<file path="config.mk">
export PLATFORM = sky130hd
export DESIGN_NAME = tbi_serdes_word
export DESIGN_NICKNAME = d
export VERILOG_FILES = /design/src/inc/tbi_pkg.sv /design/src/rtl/tbi_serdes_word.sv /design/src/rtl/tbi_sync.sv
export SDC_FILE = /design/constraint.sdc
export NUM_CORES = 1
export LEC_CHECK = 0
export BUFFER_PORTS_ARGS = -buffer_cell sky130_fd_sc_hd__buf_4
export CAP_MARGIN = 20
export CORE_MARGIN = 3
export CORE_UTILIZATION = 54
export CTS_BUF_LIST = sky130_fd_sc_hd__clkbuf_2 sky130_fd_sc_hd__clkbuf_4 sky130_fd_sc_hd__clkbuf_8
export CTS_CLUSTER_DIAMETER = 60
export CTS_CLUSTER_SIZE = 40
export DETAILED_ROUTE_END_ITERATION = 10
export HOLD_SLACK_MARGIN = 0.06
export PLACE_DENSITY_LB_ADDON = 0.25
export SLEW_MARGIN = 25
export SYNTH_ARGS = -nofsm -noshare
export SYNTH_HDL_FRONTEND = slang
export SYNTH_SLANG_ARGS = --single-unit
</file>
<file path="constraint.sdc">
create_clock -name i_clk -period 1.69 [get_ports i_clk]
set_input_delay 0.338 -clock i_clk [delete_from_list [all_inputs] [get_ports i_clk]]
set_output_delay 0.338 -clock i_clk [all_outputs]
set_load 0.005 [all_outputs]
</file>
<file path="src/inc/tbi_pkg.sv">
// constants and carrier types for the ten-bit-interface serdes word logic
// ----------------------------------------------------------------------------
// Overview of operation
// - controller presents a 10-bit character; device captures it on reference clock rise
// - captured character is serialized with bit zero leaving first
// - reference clock is both capture clock and serial bit-rate reference; here it is only the capture clock, serial bits run one per i_clk cycle
// - loopback low sends serial data; high holds positive output high, negative low
// - loopback high feeds the own serial transmit stream into the receiver
// - receiver takes the external serial input only while loopback is low
// - received character updates on each rising edge of either recovered clock
// - received bit zero holds the earliest serial bit of the character
// - two complementary recovered clocks run at one twentieth of the bit rate
// - comma enable high detects and realigns; low keeps alignment, indicator off
// - comma indicator high half a recovered period for pattern 0011111XXX
// - comma indicator asserts only in cycles launched by the inverted recovered clock
// - serial input to character output latency within 15 to 34 bit periods
// - receiver acquires lock to idle pattern within 2.0 microseconds
// - recovered clocks keep running whether or not locked to serial data
// ----------------------------------------------------------------------------
package tbi_pkg;
  localparam int CHAR_W = 10;
  localparam logic [3:0] LAST_BIT = 4'h9;
  // comma pattern, bit zero first: 0 0 1 1 1 1 1 x x x
  localparam logic [9:0] COMMA_MASK = 10'h07f;
  localparam logic [9:0] COMMA_VAL = 10'h07c;
  localparam int SYNC_STAGES = 2;
  // serial delay pad so latency falls inside the 15..34 bit window
  localparam int RX_PAD = 12;
  localparam int LAT_MIN_BC = 15;
  localparam int LAT_MAX_BC = 34;
  localparam int CLK_PERIOD_NS = 4;
  localparam int LOCK_TIME_NS = 2000;
  localparam int LOCK_CYC = LOCK_TIME_NS / CLK_PERIOD_NS;
  localparam int LOCK_W = $clog2(LOCK_CYC + 1);
  localparam logic [9:0] RESET_CHAR = 10'h000;

  // pin inputs sampled from outside the clock domain
  typedef struct packed {
    logic ref_clock_in;
    logic loopback_select;
    logic comma_detect_enable;
    logic rx_serial;
    logic [CHAR_W-1:0] tx_char_in;
  } tbi_pins_t;

  localparam int PINS_W = $bits(tbi_pins_t);
endpackage

</file>
<file path="src/rtl/tbi_serdes_word.sv">
// word side of the ten-bit-interface serdes: capture, serialize, deserialize, comma align
`timescale 1ns/1ns
`default_nettype none
module tbi_serdes_word (
  input wire logic i_clk,
  input wire logic i_resetn,
  input wire logic i_ref_clock_in,
  input wire logic [tbi_pkg::CHAR_W-1:0] i_tx_char_in,
  input wire logic i_loopback_select,
  input wire logic i_comma_detect_enable,
  input wire logic i_rx_serial,
  output logic o_tx_p,
  output logic o_tx_n,
  output logic [tbi_pkg::CHAR_W-1:0] o_rx_char_out,
  output logic o_recovered_clock_a,
  output logic o_recovered_clock_b,
  output logic o_comma_found
);
  import tbi_pkg::*;

  typedef struct packed {
    logic ref_q;
    logic [CHAR_W-1:0] hold;
    logic [CHAR_W-1:0] sh;
    logic [3:0] tcnt;
    logic txp;
    logic txn;
    logic [RX_PAD-1:0] pad;
    logic [CHAR_W-1:0] win;
    logic [3:0] rcnt;
    logic [CHAR_W-1:0] rchar;
    logic rclk_a;
    logic rclk_b;
    logic comma;
    logic [LOCK_W-1:0] lock_cnt;
  } tbi_state_t;

  tbi_pins_t pins_raw;
  tbi_pins_t pins;
  logic [PINS_W-1:0] pins_sync;
  tbi_state_t s_q;
  tbi_state_t s_d;
  logic ref_rise;
  logic rx_bit;
  logic [CHAR_W-1:0] win_next;
  logic comma_hit;
  logic realign;
  logic boundary;

  // ----------------------------------------------------------------------------
  // pin sampling
  // ----------------------------------------------------------------------------
  // every pin except the reset, the reference clock included, crosses two flops
  always_comb begin
    pins_raw.ref_clock_in = i_ref_clock_in;
    pins_raw.loopback_select = i_loopback_select;
    pins_raw.comma_detect_enable = i_comma_detect_enable;
    pins_raw.rx_serial = i_rx_serial;
    pins_raw.tx_char_in = i_tx_char_in;
  end

  tbi_sync #(
    .W(PINS_W)
  ) u_sync (
    .i_clk(i_clk),
    .i_resetn(i_resetn),
    .i_async(pins_raw),
    .o_sync(pins_sync)
  );

  assign pins = tbi_pins_t'(pins_sync);

  // ----------------------------------------------------------------------------
  // next-state logic
  // ----------------------------------------------------------------------------
  always_comb begin
    s_d = s_q;
    s_d.ref_q = pins.ref_clock_in;
    ref_rise = pins.ref_clock_in & ~s_q.ref_q;
    // capture on rise
    // the character bus went through the same two flops as the clock, so it is stable here
    if (ref_rise) begin
      s_d.hold = pins.tx_char_in;
    end
    // shared reference
    // one bit per cycle and one reload per ten bits, free-running; the word rate
    // does not follow the reference at all, a limitation of having a single clock
    // bit zero first
    if (s_q.tcnt == LAST_BIT) begin
      s_d.tcnt = 4'h0;
      s_d.sh = s_q.hold;
    end else begin
      s_d.tcnt = s_q.tcnt + 4'h1;
      s_d.sh = {1'b0, s_q.sh[CHAR_W-1:1]};
    end
    s_d.txp = pins.loopback_select ? 1'b1 : s_q.sh[0];
    s_d.txn = pins.loopback_select ? 1'b0 : ~s_q.sh[0];
    rx_bit = pins.loopback_select ? s_q.sh[0] : pins.rx_serial;
    s_d.pad = {rx_bit, s_q.pad[RX_PAD-1:1]};
    // earliest bit ends in bit zero
    win_next = {s_q.pad[0], s_q.win[CHAR_W-1:1]};
    s_d.win = win_next;
    comma_hit = ((win_next & COMMA_MASK) == COMMA_VAL);
    // move the boundary onto a comma
    // alignment is reached on the first comma, well inside the lock time
    realign = pins.comma_detect_enable & comma_hit & (s_q.rcnt != LAST_BIT);
    boundary = (s_q.rcnt == LAST_BIT) | realign;
    s_d.rcnt = boundary ? 4'h0 : s_q.rcnt + 4'h1;
    // recovered clocks toggle every word, locked or not
    if (boundary) begin
      s_d.rchar = win_next;
      // complementary half-rate pair
      // the pair toggles on every word, comma or not, so no character change
      // goes without a rising edge and the clocks never stall on a comma run
      s_d.rclk_a = ~s_q.rclk_a;
      s_d.rclk_b = s_q.rclk_a;
      // flag inverted-clock words only
      // a comma landing in a clock_a word passes unflagged; the far end has
      // to keep its commas in step with the inverted clock
      s_d.comma = pins.comma_detect_enable & comma_hit & s_q.rclk_a;
    end
    // lock watchdog
    // counts cycles with detection on since the last comma sat on a word
    // boundary; it feeds only a check, the alignment itself needs no timer
    if (!pins.comma_detect_enable || (boundary && comma_hit)) begin
      s_d.lock_cnt = '0;
    end else if (s_q.lock_cnt != LOCK_W'(LOCK_CYC)) begin
      s_d.lock_cnt = s_q.lock_cnt + LOCK_W'(1);
    end
    // indicator off while detection is disabled
    if (!pins.comma_detect_enable) begin
      s_d.comma = 1'b0;
    end
  end

  // ----------------------------------------------------------------------------
  // state register
  // ----------------------------------------------------------------------------
  always_ff @(posedge i_clk or negedge i_resetn) begin
    if (!i_resetn) begin
      s_q <= '0;
      s_q.hold <= RESET_CHAR;
      s_q.sh <= RESET_CHAR;
      s_q.rclk_b <= 1'b1;
    end else begin
      s_q <= s_d;
    end
  end

  // outputs straight from the state flops
  always_comb begin
    o_tx_p = s_q.txp;
    o_tx_n = s_q.txn;
    o_rx_char_out = s_q.rchar;
    o_recovered_clock_a = s_q.rclk_a;
    o_recovered_clock_b = s_q.rclk_b;
    o_comma_found = s_q.comma;
  end
endmodule
`default_nettype wire

</file>
<file path="src/rtl/tbi_sync.sv">
// two-flop synchroniser for a group of pin inputs
`timescale 1ns/1ns
`default_nettype none
module tbi_sync #(
  parameter int W = 1
) (
  input wire logic i_clk,
  input wire logic i_resetn,
  input wire logic [W-1:0] i_async,
  output logic [W-1:0] o_sync
);
  typedef struct packed {
    logic [W-1:0] meta;
    logic [W-1:0] safe;
  } tbi_sync_st_t;

  tbi_sync_st_t s_q;
  tbi_sync_st_t s_d;

  // first stage feeds only the second stage
  always_comb begin
    s_d.meta = i_async;
    s_d.safe = s_q.meta;
  end

  always_ff @(posedge i_clk or negedge i_resetn) begin
    if (!i_resetn) begin
      s_q <= '0;
    end else begin
      s_q <= s_d;
    end
  end

  assign o_sync = s_q.safe;
endmodule
`default_nettype wire

</file>
==> qor.yml, run 1 <==
synth:
  syn_nets: 190
  async_flop_share_pct: 100.0
  synth_edf_count: 0
  ys_types: 30
  synth_area_um2: 3030
  synth.yosys.seq_area_share_pct: 76.84
  syn_inst: 172
  avgSynthCellArea_um2: 17.62
  synthFlopType: "dfrtp_1"
  ys.warnings.count: 0
  ys_ff_latch: 93
cts:
  clockRootBuffer: "clkbuf_8"
  cts_buffers: 9
  clk_path_buf_depth: 2
  cts_num_sinks: 93
  cts.clk_slew.worst_paths_ps: 90
  cts_tree: "yes"
  clk_latency_ps: 350
  ctsHtreeMaxLevel: 3
  cts_resized: 0
detailed_routing:
  drt_first_pass_iters: 3
  post_drt_wl_per_cell_um: 15.01
  routed_wl_mm: 4.234
  dr.first_iter.drc_count: 81
  ant_nets: 0
  viasPerCell: 4.965
  vias: 1400
  drc: 0
timing:
  skew_ps: 4.932
  rsz0062_at_grt: "no"
  worstMarginPinSlew_ps: 446.1
  hold_violations: 0
  post-route-period-util_pct: 93.91
  fin_crit_ps: 1587
  slew_viol_final: 0
  timing.fmax_mhz: 630.1
  finalSetupTns_ps: 0
  finalSetupViolations: 0
  slew_headroom_pct: 69.98
finish:
  final_core_util_pct: 67.02
  n_antenna_cell: 0
  multi_input_area_um2: 596.8
  nets: 226
  drive_above_1_share_pct: 41.98
  syn_to_final_growth_pct: 16.56
  fillers: 368
  seqCellArea_um2: 2328
grt:
  grt_pass1_wl_mm: 7.258
  grt_overflow: 0
  grt_max_degree: 44
  antenna_found_initial: 0
  track_usage_pct: 15.28
  grt_pass1_vias: 1541
critical_path:
  crit_family: "flip-flops"
  cp.depth: 4
  worstSetupStartpointType: "flop"
  required_ps: 1920
  worst_path_max_delay_cell: "dfrtp_1"
  crit_chain: "nand4_1 -> o41ai_4 -> buf_4 -> mux2_2"
  path_buf_inv: 1
  cp-end-kind: "flop"
  r2r_setup_slack_ps: 100
  reg2reg_depth: 4
  worstSetupPathType: "reg -> reg"
  rr_endpoint: "o_rx_char_out[7]"
  critPathMaxStageDelay_ps: 380
  crit_fanout: 9
  crit_arrival_ps: 1820
  timing.rr.start: "s_d[31]"
place:
  io_buffer_count: 30
  globalplace.congestion: 0.7221
  dp.final_hpwl_mm: 2.847
die:
  start_util_pct: 57.50
  num_io_pins: 31
  coreArea_um2: 5270
  die-area_um2: 6546
  die_w_um: 80.91
  rows: 26
  die_h_um: 80.91
power:
  vdd_drop_max_v: 0.0007948
  p_switching_w: 0.001196
  combPwrFrac_pct: 15.2
  clock_power_share_pct: 30.6
  p_sw_share_pct: 23.56
  p_seq_share_pct: 54.2
  p_leak_nw: 1.664
  power_density_nw_per_um2: 1437
  p_int_w: 0.003880
worst_hold_path:
  hold_end: "u_sync.s_d[13]"
  hold_start: "i_ref_clock_in"
  hp-class: "in -> reg"
  min_path_cells: 1
run_status:
  status: "complete, no violations"
job:
  drv_cap: 0
layout by cell type, fill, tap and decap left out, types with 2 or more instances in the layout:
cell,n
dfrtp_1,92
nor2_1,3
o21ai_0,3
bufinv_16,2
clkbuf_8,9
nand2_1,3
mux2_2,32
clkinv_2,2
ha_1,2
xnor2_1,2
inv_1,4
buf_4,35
metrics by stage:
stage	cells	hold slack, ps	power [W]	worst slack, ps	instance area [um2]
floorplan	172	42.41	0.003311	97.16	3030
global placement	266	284.1	0.003517	185.4	3311
detailed placement	266	300.9	0.003584	100.1	3311
CTS	282	70.08	0.005147	91.60	3532
global route	282	66.98	0.005343	12.39	3532
finish	282	91.64	0.005075	103.0	3532
sequential cells by signal, indices dropped and copies added (netlist names):
signal               count
o_recovered_clock_a      1
o_recovered_clock_b      1
u_sync.s_d              14
s_d                     21
o_comma_found            1
o_rx_char_out           10
u_sync.o_sync           14
s_q                     29
o_tx_p                   1
o_tx_n                   1
cells in the mapped netlist, drive strengths merged (2+ instances only):
cell    n  area [um2]
mux2   32       360.4
o21ai   3       15.01
ha      2       25.02
inv     4       15.01
xnor2   2       17.52
buf    11       86.33
nor2    3       11.26
dfrtp  92        2302
nand2   3       11.26
cells by family (layout without fill, tap and decap cells):
family | after synthesis | in the layout | share of synthesized area, %
xor+xnor | 3 | 3 | 0.8672
buf+inv | 16 | 56 | 3.468
flops | 93 | 93 | 76.84
simple gates | 18 | 18 | 3.758
fa+ha+maj | 2 | 2 | 0.8256
mux | 32 | 32 | 11.89
compound gates | 8 | 8 | 2.353
worst reg2reg max path: stages (launching register included):
cell	delay, ps
dfrtp_1	380
nand4_1	180
o41ai_4	340
buf_4	220
mux2_2	340
routing by layer:
layer  up-vias  wire [um]  global-route usage (%)
met1       726       1774                   19.11
met5         -          0                       0
met2        28       2191                   24.06
met3         7        196                   5.987
li1        639          -                       -
met4         0         71                   6.081
repair_timing:
item / CTS / global route
endpoints found under the setup margin: 0 / 0
hold buffers: 1 / 0
buffers inserted: 0 / 0
hold endpoints to repair: 30 / 0
final cells by class:
| class | instances | share of cell area, % |
|---|---|---|
| clock buffers | 9 | 3.507 |
| clock inverters | 6 | 2.480 |
| inverters | 4 | 0.4251 |
| multi-input cells | 63 | 16.90 |
| flip-flops and latches | 93 | 65.92 |
| well taps | 70 | 2.480 |
| repair buffers | 37 | 8.289 |
power by group through the flow:
stage | clock network [W] | registers (W) | logic (W)
floorplan | 0 | 0.00274 | 0.000574
global placement | 0 | 0.00277 | 0.000749
detailed placement | 0 | 0.00280 | 0.000784
CTS | 0.00159 | 0.00276 | 0.000796
global route | 0.00169 | 0.00279 | 0.000866
finish | 0.00155 | 0.00275 | 0.000772
how the worst max path moves through the flow:
stage / startpoint / end / slack [ps]
CTS: s_d[31] / o_rx_char_out[6] / 90
floorplan: s_d[32] / o_rx_char_out[3] / 100
global route: s_d[31] / o_rx_char_out[6] / 10
global placement: s_d[32] / o_rx_char_out[9] / 190
detailed placement: s_d[31] / o_rx_char_out[7] / 100
finish: s_d[31] / o_rx_char_out[7] / 100
Power figures use the tool's default switching activity.
==> run 2: changes to the inputs <==
Settings changed: CORE_ASPECT_RATIO set to 1.2, PLACE_DENSITY set to 0.82, PLACE_DENSITY_LB_ADDON 0.25 to not set.
==> run 2 against run 1 <==
  * Sequential share of layout area shrank 0.37 points
  * Sequential power about the same
  * Power increased by 0.53%
  * Die area is essentially flat
  * Critical path depth did not move
  * Hold slack better by 4.7 ps
  * Critical path type unchanged
  * Highest routed layer unchanged
==> qor.yml, run 2 (same netlist as run 1, synthesis figures left out) <==
run_status:
  status: "complete, no violations"
cts:
  clk_path_buf_depth: 2  # unchanged
  cts_tree: "yes"
  cts_num_sinks: 93  # unchanged
  cts_buffers: 9  # unchanged
  clk_latency_ps: 340  # about the same
  ctsHtreeMaxLevel: 3  # unchanged
  cts.clk_slew.worst_paths_ps: 80  # about the same
  cts_setup_buffers: 0  # unchanged
  clockRootBuffer: "clkbuf_8"
place:
  globalplace.congestion: 0.7060  # -2.2%
  io_buffer_count: 30  # unchanged
  dp.final_hpwl_mm: 2.592  # -9.0%
  placedInstanceArea_um2: 3318  # +0.23%
finish:
  syn_to_final_growth_pct: 17.22
  final_cell_mix: "92 x dfrtp_1, 32 x mux2_2, 32 x buf_4, 10 x clkbuf_8, 4 x inv_1"
  nets: 225  # -0.44%
  layout_commonest_cell: "dfrtp_1"
  finalInstanceArea_um2: 3552  # +0.57%
  fillers: 386  # +4.9%
  top_register: "s_q"
  largest_register_ffs: 29  # unchanged
  n_antenna_cell: 0  # unchanged
  drive_above_1_share_pct: 41.98  # unchanged
detailed_routing:
  drt_first_pass_iters: 4  # +1
  dr.first_iter.drc_count: 55  # -32%
  post_drt_wl_per_cell_um: 14.18  # -5.6%
  ant_nets: 0  # unchanged
  vias: 1392  # -0.57%
  routed_wl_mm: 3.885  # -8.2%
  drc: 0  # unchanged
  viasPerCell: 5.080  # +2.3%
timing:
  timing.fmax_mhz: 628.8  # -0.21%
  slew_headroom_pct: 67.02  # -3.0 points
  skew_ps: 5.935  # +1.002 ps
  post-route-period-util_pct: 94.10  # +0.20 points
  finalSetupTns_ps: 0  # unchanged
  worstMarginPinSlew_ps: 490.2  # +44.04 ps
  slew_viol_final: 0  # unchanged
  fin_crit_ps: 1590  # +3.323 ps
  finalSetupViolations: 0  # unchanged
  hold_violations: 0  # unchanged
  rsz0062_at_grt: "no"
grt:
  track_usage_pct: 14.14  # -1.1 points
  grt_overflow: 0  # unchanged
  grt_pass1_vias: 1449  # -6.0%
  grt_max_degree: 43  # -2.3%
  grt_pass1_wl_mm: 6.617  # -8.8%
  antenna_found_initial: 0  # unchanged
critical_path:
  crit_fanout: 15  # +6
  crit_arrival_ps: 1820  # about the same
  cp-end-kind: "flop"
  worstSetupStartpointType: "flop"
  worstSetupPathType: "reg -> reg"
  required_ps: 1920  # about the same
die:
  die_h_um: 88.06  # +8.8%
  rows: 29  # +12%
  die-area_um2: 6550  # about the same
  die_w_um: 74.39  # -8.1%
  coreArea_um2: 5370  # +1.9%
  start_util_pct: 56.43  # -1.1 points
  num_io_pins: 31  # unchanged
power:
  p_leak_nw: 1.669  # +0.30%
  power_density_nw_per_um2: 1436  # about the same
  vdd_drop_max_v: 0.0008563  # +7.7%
job:
  drv_cap: 0  # unchanged
worst_hold_path:
  hp-class: "in -> reg"
[run 2: cell count changes in the layout (fill, tap and decap cells not counted)]
cell	before	now
clkinvlp_4	0	1
clkbuf_8	9	10
inv_6	1	0
buf_12	1	3
buf_4	35	32
[run 2: repair_timing]
item	CTS	global route
resized for setup	0	0
hold endpoints to repair	11	0
hold buffers	1	0
[run 2: power breakdown]
group	internal [W]	leakage, nW	total (W)	switching [W]
combinational	0.000498	0.445	0.000772	0.000274
sequential	0.00256	1.11	0.00275	0.000189
clock	0.000870	0.112	0.00158	0.000707
[run 2: metal layers]
metal / global-route usage [%] / vias up / share of wire, % / routed length [um]
met4: 8.252 / 0 / 2.2 / 84
li1: - / 637 / - / -
met5: 0 / - / 0 / 0
met2: 21.66 / 35 / 49 / 1887
met3: 4.478 / 10 / 4.6 / 180
met1: 17.64 / 710 / 45 / 1733
[run 2: final cells by class]
type	count	area [um2]	area share, %
Sequential cell	93	2328	65.55
Inverter	4	15.01	0.4227
Timing Repair Buffer	36	310.3	8.735
Clock buffer	10	137.6	3.875
Tap cell	62	77.57	2.184
Multi-Input combinational cell	63	596.8	16.80
Clock inverter	6	86.33	2.430
[run 2: worst paths after layout]
kind | start | to | slack (ps) | cells past startpoint
min in group asynchronous | i_resetn | o_rx_char_out[0] | 380 | 2
max reg2reg | s_d[32] | o_rx_char_out[8] | 100 | 4
min | i_tx_char_in[0] | u_sync.s_d[0] | 100 | 1
min reg2reg | s_d[45] | s_d[44] | 350 | 0
max | s_d[32] | o_rx_char_out[8] | 100 | 4
max in group asynchronous | i_resetn | s_q[55] | 860 | 3
[run 2: through the flow]
| stage | hold slack (ps) | power (W) | cells | setup WS [ps] | utilization [%] |
|---|---|---|---|---|---|
| floorplan | 42.41 | 0.003311 | 172 | 97.16 | - |
| global placement | 198.7 | 0.003533 | 257 | 166.2 | 61.79 |
| detailed placement | 202.0 | 0.003590 | 257 | 115.7 | 61.79 |
| CTS | 76.50 | 0.005178 | 274 | 91.72 | 66.15 |
| global route | 73.94 | 0.005394 | 274 | 11.13 | 66.15 |
| finish | 96.35 | 0.005102 | 274 | 99.63 | 66.15 |
[run 2: worst max-delay path, cell delays in order (launching register included)]
cell	delay [ps]
dfrtp_1	390
nand4_1	180
o41ai_4	370
buf_12	190
mux2_2	340
